File: src/rtl/fetx_pkg.sv
// How it works
// each nibble maps to fixed 5-bit code-group
// idle 11111 between packets, decodes to 0000
// code-group 00100 is halt, a transmit error
// control code inside data field flags receive error
// J/K pair replaces first preamble byte
// enable dropping appends T/R end pair
// idles follow T/R until enable returns
// scrambler is closed-loop 11-bit LFSR
// scrambler bit XORed with serial code stream
// scrambler seed taken from address straps [4:1]
// bypass passes unscrambled stream to NRZI
// scrambled stream is NRZI encoded before MLT-3
// ones alternate between two driver streams
// line carries MLT-3 only, no binary mode
// nibbles become serial stream at 125 Mb/s
// sequencing follows the standard transmit state machine
// straps give address bits [4:1], port gives bit 0
// soft reset clears coding state, keeps configuration
// unknown code-group decodes as receive error
// NRZI toggles on one, holds on zero
package fetx_pkg;

    // ==========================================
    // code-groups
    localparam logic [4:0] CG_IDLE = 5'h1F;
    localparam logic [4:0] CG_J = 5'h18;
    localparam logic [4:0] CG_K = 5'h11;
    localparam logic [4:0] CG_T = 5'h0D;
    localparam logic [4:0] CG_R = 5'h07;
    localparam logic [4:0] CG_HALT = 5'h04;
    localparam logic [2:0] CG_BITS = 3'h5;
    localparam logic [3:0] NIB_PREAMBLE = 4'h5;
    localparam logic [3:0] NIB_ZERO = 4'h0;

    // ==========================================
    // timing: one line bit every BIT_CYCLES clocks
    localparam int CLK_PERIOD_PS = 4000;
    localparam int LINE_RATE_MBPS = 125;
    localparam int BIT_PERIOD_PS = 1000000 / LINE_RATE_MBPS;
    localparam int BIT_CYCLES = BIT_PERIOD_PS / CLK_PERIOD_PS;
    localparam logic [1:0] BIT_CNT_LAST = 2'(BIT_CYCLES - 1);
    localparam logic [1:0] STRAP_LATCH_CYCLES = 2'h3;

    // ==========================================
    // scrambler, x^11 + x^9 + 1
    localparam int LFSR_TAP_A = 10;
    localparam int LFSR_TAP_B = 8;
    localparam logic [10:0] LFSR_RESET = 11'h7FF;
    localparam logic [6:0] SEED_FILL = 7'h7F;

    // ==========================================
    // types
    typedef enum logic [1:0] {TX_IDLE, TX_SEND_K, TX_DATA, TX_SEND_R} fetx_tx_state_t;

    typedef struct packed {
        logic en;
        logic er;
        logic [3:0] data;
    } fetx_mii_tx_t;

    typedef struct packed {
        logic pos;
        logic neg;
    } fetx_mlt3_t;

    // data nibble to code-group, shared by encoder and decoder
    function automatic logic [4:0] fetx_encode(input logic [3:0] nib);
        logic [4:0] cg;
        cg = CG_IDLE;
        unique case (nib)
            4'h0: cg = 5'h1E;
            4'h1: cg = 5'h09;
            4'h2: cg = 5'h14;
            4'h3: cg = 5'h15;
            4'h4: cg = 5'h0A;
            4'h5: cg = 5'h0B;
            4'h6: cg = 5'h0E;
            4'h7: cg = 5'h0F;
            4'h8: cg = 5'h12;
            4'h9: cg = 5'h13;
            4'hA: cg = 5'h16;
            4'hB: cg = 5'h17;
            4'hC: cg = 5'h1A;
            4'hD: cg = 5'h1B;
            4'hE: cg = 5'h1C;
            4'hF: cg = 5'h1D;
        endcase
        return cg;
    endfunction : fetx_encode

endpackage : fetx_pkg

File: src/rtl/fetx_rx_decoder.sv
`timescale 1ns/1ps
// ==========================================
// code-group to nibble lookup, purely combinational
module fetx_rx_decoder (
    // code-group in
    input wire logic [4:0] code_i,
    input wire logic in_frame_i,
    // nibble out
    output logic [3:0] nibble_o,
    output logic error_o
);

    // inverse of the shared encode table, then control and invalid codes
    always_comb begin
        logic hit;
        hit = 1'b0;
        nibble_o = fetx_pkg::NIB_ZERO;
        error_o = 1'b0;
        for (int i = 0; i < 16; i++) begin
            if (fetx_pkg::fetx_encode(4'(i)) == code_i) begin
                nibble_o = 4'(i);
                hit = 1'b1;
            end
        end
        if (!hit) begin
            unique case (code_i)
                fetx_pkg::CG_IDLE, fetx_pkg::CG_T, fetx_pkg::CG_R: begin
                    nibble_o = fetx_pkg::NIB_ZERO;
                    error_o = in_frame_i;
                end
                fetx_pkg::CG_J, fetx_pkg::CG_K: begin
                    nibble_o = fetx_pkg::NIB_PREAMBLE;
                    error_o = in_frame_i;
                end
                fetx_pkg::CG_HALT: begin
                    error_o = 1'b1;
                end
                default: begin
                    error_o = 1'b1;
                end
            endcase
        end
    end

endmodule : fetx_rx_decoder

File: src/rtl/fetx_tx_line_encoder.sv
`timescale 1ns/1ps
module fetx_tx_line_encoder (
    // clock and reset
    input wire logic clk_i,
    input wire logic reset_i,
    // MII transmit side, MAC clock domain
    input wire logic tx_clk_i,
    input wire fetx_pkg::fetx_mii_tx_t mii_tx_i,
    // address straps
    input wire logic [3:0] port_address_strap_i,
    input wire logic port_index_i,
    // control from same-clock logic
    input wire logic soft_reset_i,
    input wire logic scrambler_bypass_i,
    // receive code-groups from same-clock logic
    input wire logic [4:0] rx_code_i,
    input wire logic rx_code_valid_i,
    input wire logic rx_in_frame_i,
    // line side
    output fetx_pkg::fetx_mlt3_t mlt3_o,
    output logic line_bit_strobe_o,
    // status
    output logic [4:0] port_address_o,
    output logic [3:0] rx_nibble_o,
    output logic rx_error_o,
    output logic rx_valid_o
);

    // ==========================================
    // synchronisers: MII data and straps two flops each, MII clock three flops for its edge detect
    logic [2:0] tx_clk_r;
    fetx_pkg::fetx_mii_tx_t mii_meta_r;
    fetx_pkg::fetx_mii_tx_t mii_sync_r;
    logic [4:0] strap_meta_r;
    logic [4:0] strap_sync_r;
    logic nib_load;

    always_ff @(posedge clk_i or posedge reset_i) begin
        if (reset_i) begin
            tx_clk_r <= 3'h0;
            mii_meta_r <= '0;
            mii_sync_r <= '0;
            strap_meta_r <= 5'h00;
            strap_sync_r <= 5'h00;
        end else begin
            tx_clk_r <= {tx_clk_r[1:0], tx_clk_i};
            mii_meta_r <= mii_tx_i;
            mii_sync_r <= mii_meta_r;
            strap_meta_r <= {port_address_strap_i, port_index_i};
            strap_sync_r <= strap_meta_r;
        end
    end

    // take the nibble on the falling edge: the MAC launched it half a period earlier
    assign nib_load = tx_clk_r[2] & ~tx_clk_r[1];

    // ==========================================
    // strap latch, a few clocks after reset release
    logic [1:0] strap_cnt_r, strap_cnt_nxt;
    logic [4:0] strap_r, strap_nxt;
    logic strap_done;
    logic [10:0] seed;

    always_comb begin
        strap_cnt_nxt = strap_cnt_r;
        strap_nxt = strap_r;
        if (strap_cnt_r != fetx_pkg::STRAP_LATCH_CYCLES) begin
            strap_cnt_nxt = strap_cnt_r + 2'h1;
            strap_nxt = strap_sync_r;
        end
    end

    always_ff @(posedge clk_i or posedge reset_i) begin
        if (reset_i) begin
            strap_cnt_r <= 2'h0;
            strap_r <= 5'h00;
        end else begin
            strap_cnt_r <= strap_cnt_nxt;
            strap_r <= strap_nxt;
        end
    end

    assign strap_done = (strap_cnt_r == fetx_pkg::STRAP_LATCH_CYCLES);
    assign port_address_o = strap_r;
    // strap_r still reads zero on the latch edge, so seed from the value being latched
    assign seed = {strap_nxt[4:1], fetx_pkg::SEED_FILL};

    // ==========================================
    // code-group sequencer and serialiser
    fetx_pkg::fetx_tx_state_t state_r, state_nxt;
    logic [4:0] shift_r, shift_nxt;
    logic [2:0] bits_left_r, bits_left_nxt;
    logic [1:0] bit_cnt_r, bit_cnt_nxt;
    logic bit_strobe;
    logic [4:0] cg_next;

    assign bit_strobe = (bits_left_r != 3'h0) && (bit_cnt_r == fetx_pkg::BIT_CNT_LAST);

    // one code-group per MII nibble slot; state walk as in the standard machine
    always_comb begin
        state_nxt = state_r;
        cg_next = fetx_pkg::CG_IDLE;
        unique case (state_r)
            fetx_pkg::TX_IDLE: begin
                if (mii_sync_r.en) begin
                    cg_next = fetx_pkg::CG_J;
                    state_nxt = fetx_pkg::TX_SEND_K;
                end
            end
            fetx_pkg::TX_SEND_K: begin
                cg_next = fetx_pkg::CG_K;
                state_nxt = fetx_pkg::TX_DATA;
            end
            fetx_pkg::TX_DATA: begin
                if (!mii_sync_r.en) begin
                    cg_next = fetx_pkg::CG_T;
                    state_nxt = fetx_pkg::TX_SEND_R;
                end else if (mii_sync_r.er) begin
                    cg_next = fetx_pkg::CG_HALT;
                end else begin
                    cg_next = fetx_pkg::fetx_encode(mii_sync_r.data);
                end
            end
            fetx_pkg::TX_SEND_R: begin
                cg_next = fetx_pkg::CG_R;
                state_nxt = fetx_pkg::TX_IDLE;
            end
        endcase
    end

    // a bit due in the load cycle is sent first; a fast MAC clock drops the rest of the old code-group
    always_comb begin
        shift_nxt = shift_r;
        bits_left_nxt = bits_left_r;
        bit_cnt_nxt = bit_cnt_r + 2'h1;
        if (bit_cnt_r == fetx_pkg::BIT_CNT_LAST) begin
            bit_cnt_nxt = 2'h0;
        end
        if (bit_strobe) begin
            shift_nxt = {shift_r[3:0], 1'b0};
            bits_left_nxt = bits_left_r - 3'h1;
        end
        if (nib_load) begin
            shift_nxt = cg_next;
            bits_left_nxt = fetx_pkg::CG_BITS;
            bit_cnt_nxt = 2'h0;
        end
        if (soft_reset_i) begin
            shift_nxt = fetx_pkg::CG_IDLE;
            bits_left_nxt = 3'h0;
            bit_cnt_nxt = 2'h0;
        end
    end

    always_ff @(posedge clk_i or posedge reset_i) begin
        if (reset_i) begin
            state_r <= fetx_pkg::TX_IDLE;
            shift_r <= fetx_pkg::CG_IDLE;
            bits_left_r <= 3'h0;
            bit_cnt_r <= 2'h0;
        end else begin
            state_r <= soft_reset_i ? fetx_pkg::TX_IDLE : (nib_load ? state_nxt : state_r);
            shift_r <= shift_nxt;
            bits_left_r <= bits_left_nxt;
            bit_cnt_r <= bit_cnt_nxt;
        end
    end

    // ==========================================
    // scrambler, NRZI and MLT-3 split, one step per line bit
    logic [10:0] lfsr_r, lfsr_nxt;
    logic nrzi_r, nrzi_nxt;
    logic side_r, side_nxt;
    logic prev_one_r, prev_one_nxt;
    logic strobe_r;
    fetx_pkg::fetx_mlt3_t mlt3_r, mlt3_nxt;
    logic lfsr_fb;
    logic scr_bit;

    assign lfsr_fb = lfsr_r[fetx_pkg::LFSR_TAP_A] ^ lfsr_r[fetx_pkg::LFSR_TAP_B];
    // bypass keeps the LFSR running so re-enabling needs no resync
    assign scr_bit = scrambler_bypass_i ? shift_r[4] : (shift_r[4] ^ lfsr_fb);

    always_comb begin
        lfsr_nxt = lfsr_r;
        nrzi_nxt = nrzi_r;
        side_nxt = side_r;
        prev_one_nxt = prev_one_r;
        mlt3_nxt = mlt3_r;
        if (!strap_done) begin
            lfsr_nxt = fetx_pkg::LFSR_RESET;
        end else if (bit_strobe) begin
            lfsr_nxt = {lfsr_r[9:0], lfsr_fb};
            nrzi_nxt = nrzi_r ^ scr_bit;
            // a new run of ones goes to the other driver side
            if (nrzi_nxt && !prev_one_r) begin
                side_nxt = ~side_r;
            end
            prev_one_nxt = nrzi_nxt;
            mlt3_nxt.pos = nrzi_nxt & ~side_nxt;
            mlt3_nxt.neg = nrzi_nxt & side_nxt;
        end
        if (soft_reset_i || (strap_cnt_r == fetx_pkg::STRAP_LATCH_CYCLES - 2'h1)) begin
            lfsr_nxt = seed;
        end
        if (soft_reset_i) begin
            nrzi_nxt = 1'b0;
            side_nxt = 1'b0;
            prev_one_nxt = 1'b0;
            mlt3_nxt = '0;
        end
    end

    always_ff @(posedge clk_i or posedge reset_i) begin
        if (reset_i) begin
            lfsr_r <= fetx_pkg::LFSR_RESET;
            nrzi_r <= 1'b0;
            side_r <= 1'b0;
            prev_one_r <= 1'b0;
            mlt3_r <= '0;
            strobe_r <= 1'b0;
        end else begin
            lfsr_r <= lfsr_nxt;
            nrzi_r <= nrzi_nxt;
            side_r <= side_nxt;
            prev_one_r <= prev_one_nxt;
            mlt3_r <= mlt3_nxt;
            strobe_r <= bit_strobe & ~soft_reset_i;
        end
    end

    assign mlt3_o = mlt3_r;
    assign line_bit_strobe_o = strobe_r;

    // ==========================================
    // receive code-group decode, registered
    logic [3:0] dec_nibble;
    logic dec_error;
    logic [3:0] rx_nibble_r, rx_nibble_nxt;
    logic rx_error_r, rx_error_nxt;
    logic rx_valid_r, rx_valid_nxt;

    fetx_rx_decoder u_dec (
        .code_i(rx_code_i),
        .in_frame_i(rx_in_frame_i),
        .nibble_o(dec_nibble),
        .error_o(dec_error)
    );

    always_comb begin
        rx_nibble_nxt = rx_nibble_r;
        rx_error_nxt = 1'b0;
        rx_valid_nxt = 1'b0;
        if (rx_code_valid_i && !soft_reset_i) begin
            rx_nibble_nxt = dec_nibble;
            rx_error_nxt = dec_error;
            rx_valid_nxt = 1'b1;
        end
    end

    always_ff @(posedge clk_i or posedge reset_i) begin
        if (reset_i) begin
            rx_nibble_r <= fetx_pkg::NIB_ZERO;
            rx_error_r <= 1'b0;
            rx_valid_r <= 1'b0;
        end else begin
            rx_nibble_r <= rx_nibble_nxt;
            rx_error_r <= rx_error_nxt;
            rx_valid_r <= rx_valid_nxt;
        end
    end

    assign rx_nibble_o = rx_nibble_r;
    assign rx_error_o = rx_error_r;
    assign rx_valid_o = rx_valid_r;

    logic slot;
    assign slot = nib_load & ~soft_reset_i;
endmodule : fetx_tx_line_encoder
File: config.mk
export PLATFORM = sky130hd
export DESIGN_NAME = fetx_tx_line_encoder
export DESIGN_NICKNAME = d
export VERILOG_FILES = /design/src/rtl/fetx_pkg.sv /design/src/rtl/fetx_rx_decoder.sv /design/src/rtl/fetx_tx_line_encoder.sv
export SDC_FILE = /design/constraint.sdc
export NUM_CORES = 1
export LEC_CHECK = 0
export ABC_AREA = 0
export BUFFER_PORTS_ARGS = -buffer_cell sky130_fd_sc_hd__buf_4
export CAP_MARGIN = 10
export CELL_PAD_IN_SITES_DETAIL_PLACEMENT = 0
export CELL_PAD_IN_SITES_GLOBAL_PLACEMENT = 2
export CORE_MARGIN = 2
export CORE_UTILIZATION = 40
export CTS_CLUSTER_SIZE = 20
export DETAILED_ROUTE_END_ITERATION = 8
export HOLD_SLACK_MARGIN = 0.02
export PLACE_DENSITY_LB_ADDON = 0.1
export SYNTH_ARGS = -nofsm -noshare
export SYNTH_HDL_FRONTEND = slang
export SYNTH_SLANG_ARGS = --single-unit
File: constraint.sdc
create_clock -name clk_i -period 2.9 [get_ports clk_i]
set_input_delay 0.145 -clock clk_i [delete_from_list [all_inputs] [get_ports clk_i]]
set_output_delay 0.145 -clock clk_i [all_outputs]
set_load 0.05 [all_outputs]
==> results.cfg <==
[floorplanning]
die_w_um = 88.5
die_area_um2 = 7840
die-height_um = 88.5
start_util_pct = 41.6
io_pins = 37
rows = 30
core_area_um2 = 6870

[yosys]
synth_seq_cells = 66
yosys-top-cells-area = dfrtp_1, dfstp_2, ha_1
syn_area_um2 = 2860
synth-main-ff-cell = dfrtp_1
synth_fp_nets = 286
yosysTopAreaCell = dfrtp_1
yosys.cell_count.top_type = dfrtp_1
synth-edff-count = 0
synthTopCellsByCount = dfrtp_1, nand2_1, dfstp_2, nor2_1, nand3_1
synthArstFlopShare_pct = 100
synth_warnings = 0
synth_top_area_share_pct = 43.8
synth.distinct_cells = 44
synth_cells = 254
ys_seq_area_share_pct = 58.5
avgSynthCellArea_um2 = 11.3

[min_path]
min_path_type = input pin to register
whs_path_depth = 2

[global_route]
grt_max_degree = 41
grt_pass1_wl_um = 9170
grt_pass1_vias = 1960
grt_overflow = 0
antenna_found_initial = 0
grt_usage_pct = 15.5

[worst_setup_path]
cp.arrival_ns = 2.08
endpoint_kind = register
cp-startpoint = bits_left_r[0]$_DFFE_PP0P_
worst_path_max_delay_cell = dfrtp_1
crit_chain = inv_1 > ha_1 > ha_1 > nor3b_4 > buf_4 > nand3_1 > xor2_1 > nor2_1
cp-endpoint = side_r$_DFFE_PP0P_
cp.required_ns = 3.13
max_stage_delay_ns = 0.36
worst_setup_path_start_kind = register
r2r_slack_ns = 1.04
critPathMaxFanout = 18
r2r.worst_path.cells = 8
r2r_end = side_r$_DFFE_PP0P_
r2r-start = bits_left_r[0]$_DFFE_PP0P_
critPathMostFrequentCell = ha_1
crit_type = register to register

[routing]
viasPerCell = 4.87
routed_wl_um = 5280
drtPass1Iterations = 4
route.detailed.drc = 0
drt-initial-drc-count = 108
via_count = 1968
ant_nets = 0
wl_per_cell_um = 13.1

[clock_network]
path_clk_slew_ns = 0.07
cts_root_buffer = clkbuf_8
clock_latency_ns = 0.35
post_cts_buffers = 0
numCtsBuffers = 9
cts_tree = done
cts-htree-levels = 3
cts_buffer_depth = 2
cts_sinks = 66

[placed_design]
dp_hpwl_um = 3480
io_buffers = 36
gp_congestion = 0.762
dp_cells = 375

[finish]
diodes = 0
fin_util_pct = 51.7
area_growth_pct = 24.3
layout.cells.non_filler = 404
nFillCells = 661
drive_gt1_share_pct = 24.0
nets = 335

[job]
drv_cap = 0

[sta]
fin_worst_skew_ns = 0.0164
fmax_ghz = 0.538
setup_viol = 0
fin_crit_sh_pct = 64.1
rsz0062_at_grt = no
max_slew.worst_pin.slew_ns = 0.539
tns_ns = 0
drv_slew = 0
finalHoldViolations = 0
relSlewSlack_pct = 63.1
fin_hold_ws_ns = 0.0358
layout_min_cycle_time_ns = 1.86

[power]
leakage_uw = 0.00160
irDropWorstVdd_mv = 0.373
p_per_area_nw_per_um2 = 631
finalPower_uw = 2240

[run_status]
status = complete, no violations
-- logic make-up after synthesis --
kind of cell    after synthesis  share of synthesized area, %
xor+xnor                     13                          3.98
flops                        66                          58.5
simple gates                 80                          13.8
mux                          11                          4.12
buf+inv                      26                          4.16
compound gates               49                          11.5
fa+ha+maj                     9                          3.94
-- area by class of cell --
type	instances	area (um2)	area share, %
clock buffers	10	138	3.88
clock inverters	6	90.1	2.54
inverters	13	48.8	1.37
multi-input cells	162	1070	30.1
flip-flops and latches	66	1670	47.1
well taps	96	120	3.38
repair buffers	51	415	11.7
-- critical path: cells and delay by family (launching register included) --
| family | cells | cell delay, ns |
|---|---|---|
| adder cells (fa/ha/maj) | 2 | 0.40 |
| XOR/XNOR | 1 | 0.17 |
| AND/OR/NAND/NOR | 3 | 0.46 |
| flip-flops | 1 | 0.36 |
| buffers and inverters | 2 | 0.35 |
-- registers in the layout, indices dropped and copies added (netlist names) --
name               count
mlt3_o                 2
bit_cnt_r              2
tx_clk_r               3
state_r                2
side_r                 1
prev_one_r             1
lfsr_r                11
rx_nibble_o            4
rx_error_o             1
strap_cnt_r            2
rx_valid_o             1
bits_left_r            3
strap_sync_r           5
mii_sync_r             6
port_address_o         5
strap_meta_r           5
mii_meta_r             6
shift_r                5
line_bit_strobe_o      1
-- worst min path at each step --
stage | from | endpoint
global route | rx_code_i[0] | rx_error_o$_DFF_PP0_
floorplan | mii_tx_i[0] | mii_meta_r[0]$_DFF_PP0_
global placement | reset_i | rx_nibble_o[1]$_DFFE_PP0P_
detailed placement | reset_i | rx_nibble_o[1]$_DFFE_PP0P_
CTS | rx_code_i[0] | rx_error_o$_DFF_PP0_
finish | rx_code_i[0] | rx_error_o$_DFF_PP0_
-- power breakdown --
part	switching (uW)	total [uW]	internal (uW)
clock network	365	874	509
logic	191	328	136
registers	37.0	1040	1000
total	594	2240	1650
-- layer usage --
metal,global-route usage (%),up-vias,part of all wire [%]
met5,0,-,0
met4,7.02,0,1.9
met3,4.38,10,3.7
met2,24.9,44,47
met1,19.6,933,47
li1,-,981,-
-- timing repair --
action,4_1_cts,5_1_grt
resized for setup,0,0
hold buffers,13,0
hold endpoints to repair,38,0
setup endpoints to repair,0,0
-- through the flow --
step / cell area, um2 / worst slack (ns)
3_3_place_gp: 3190 / 1.06
2_1_floorplan: 2860 / 1.13
3_5_place_dp: 3190 / 1.03
6_report: 3550 / 1.04
4_1_cts: 3550 / 1.02
5_1_grt: 3550 / 0.874
-- cell usage in the layout (no fill, tap or decap), types with 2 or more instances in the layout --
cell type	synthesis	final
dfrtp_1	50	50
buf_4	3	38
nand2_1	29	29
nor2_1	16	16
dfstp_2	16	16
nand3_1	14	14
dlygate4sd3_1	0	13
inv_1	12	11
clkbuf_8	0	10
xnor2_1	9	9
ha_1	9	9
o21ai_1	8	8
a21oi_1	8	8
nor2b_1	6	6
a31oi_1	6	6
mux2_1	5	5
mux2i_1	5	5
nand2b_1	4	4
o21ai_0	4	4
xor2_1	4	4
nor3b_1	3	3
o31ai_1	3	3
a2bb2oi_1	3	3
inv_2	1	2
o21bai_1	2	2
a32oi_1	2	2
and2_1	2	2
o211ai_1	2	2
a211oi_1	2	2
a2111oi_0	2	2
clkinv_4	0	2
bufinv_16	0	2
Note: power is estimated with default switching activity, not from simulation.
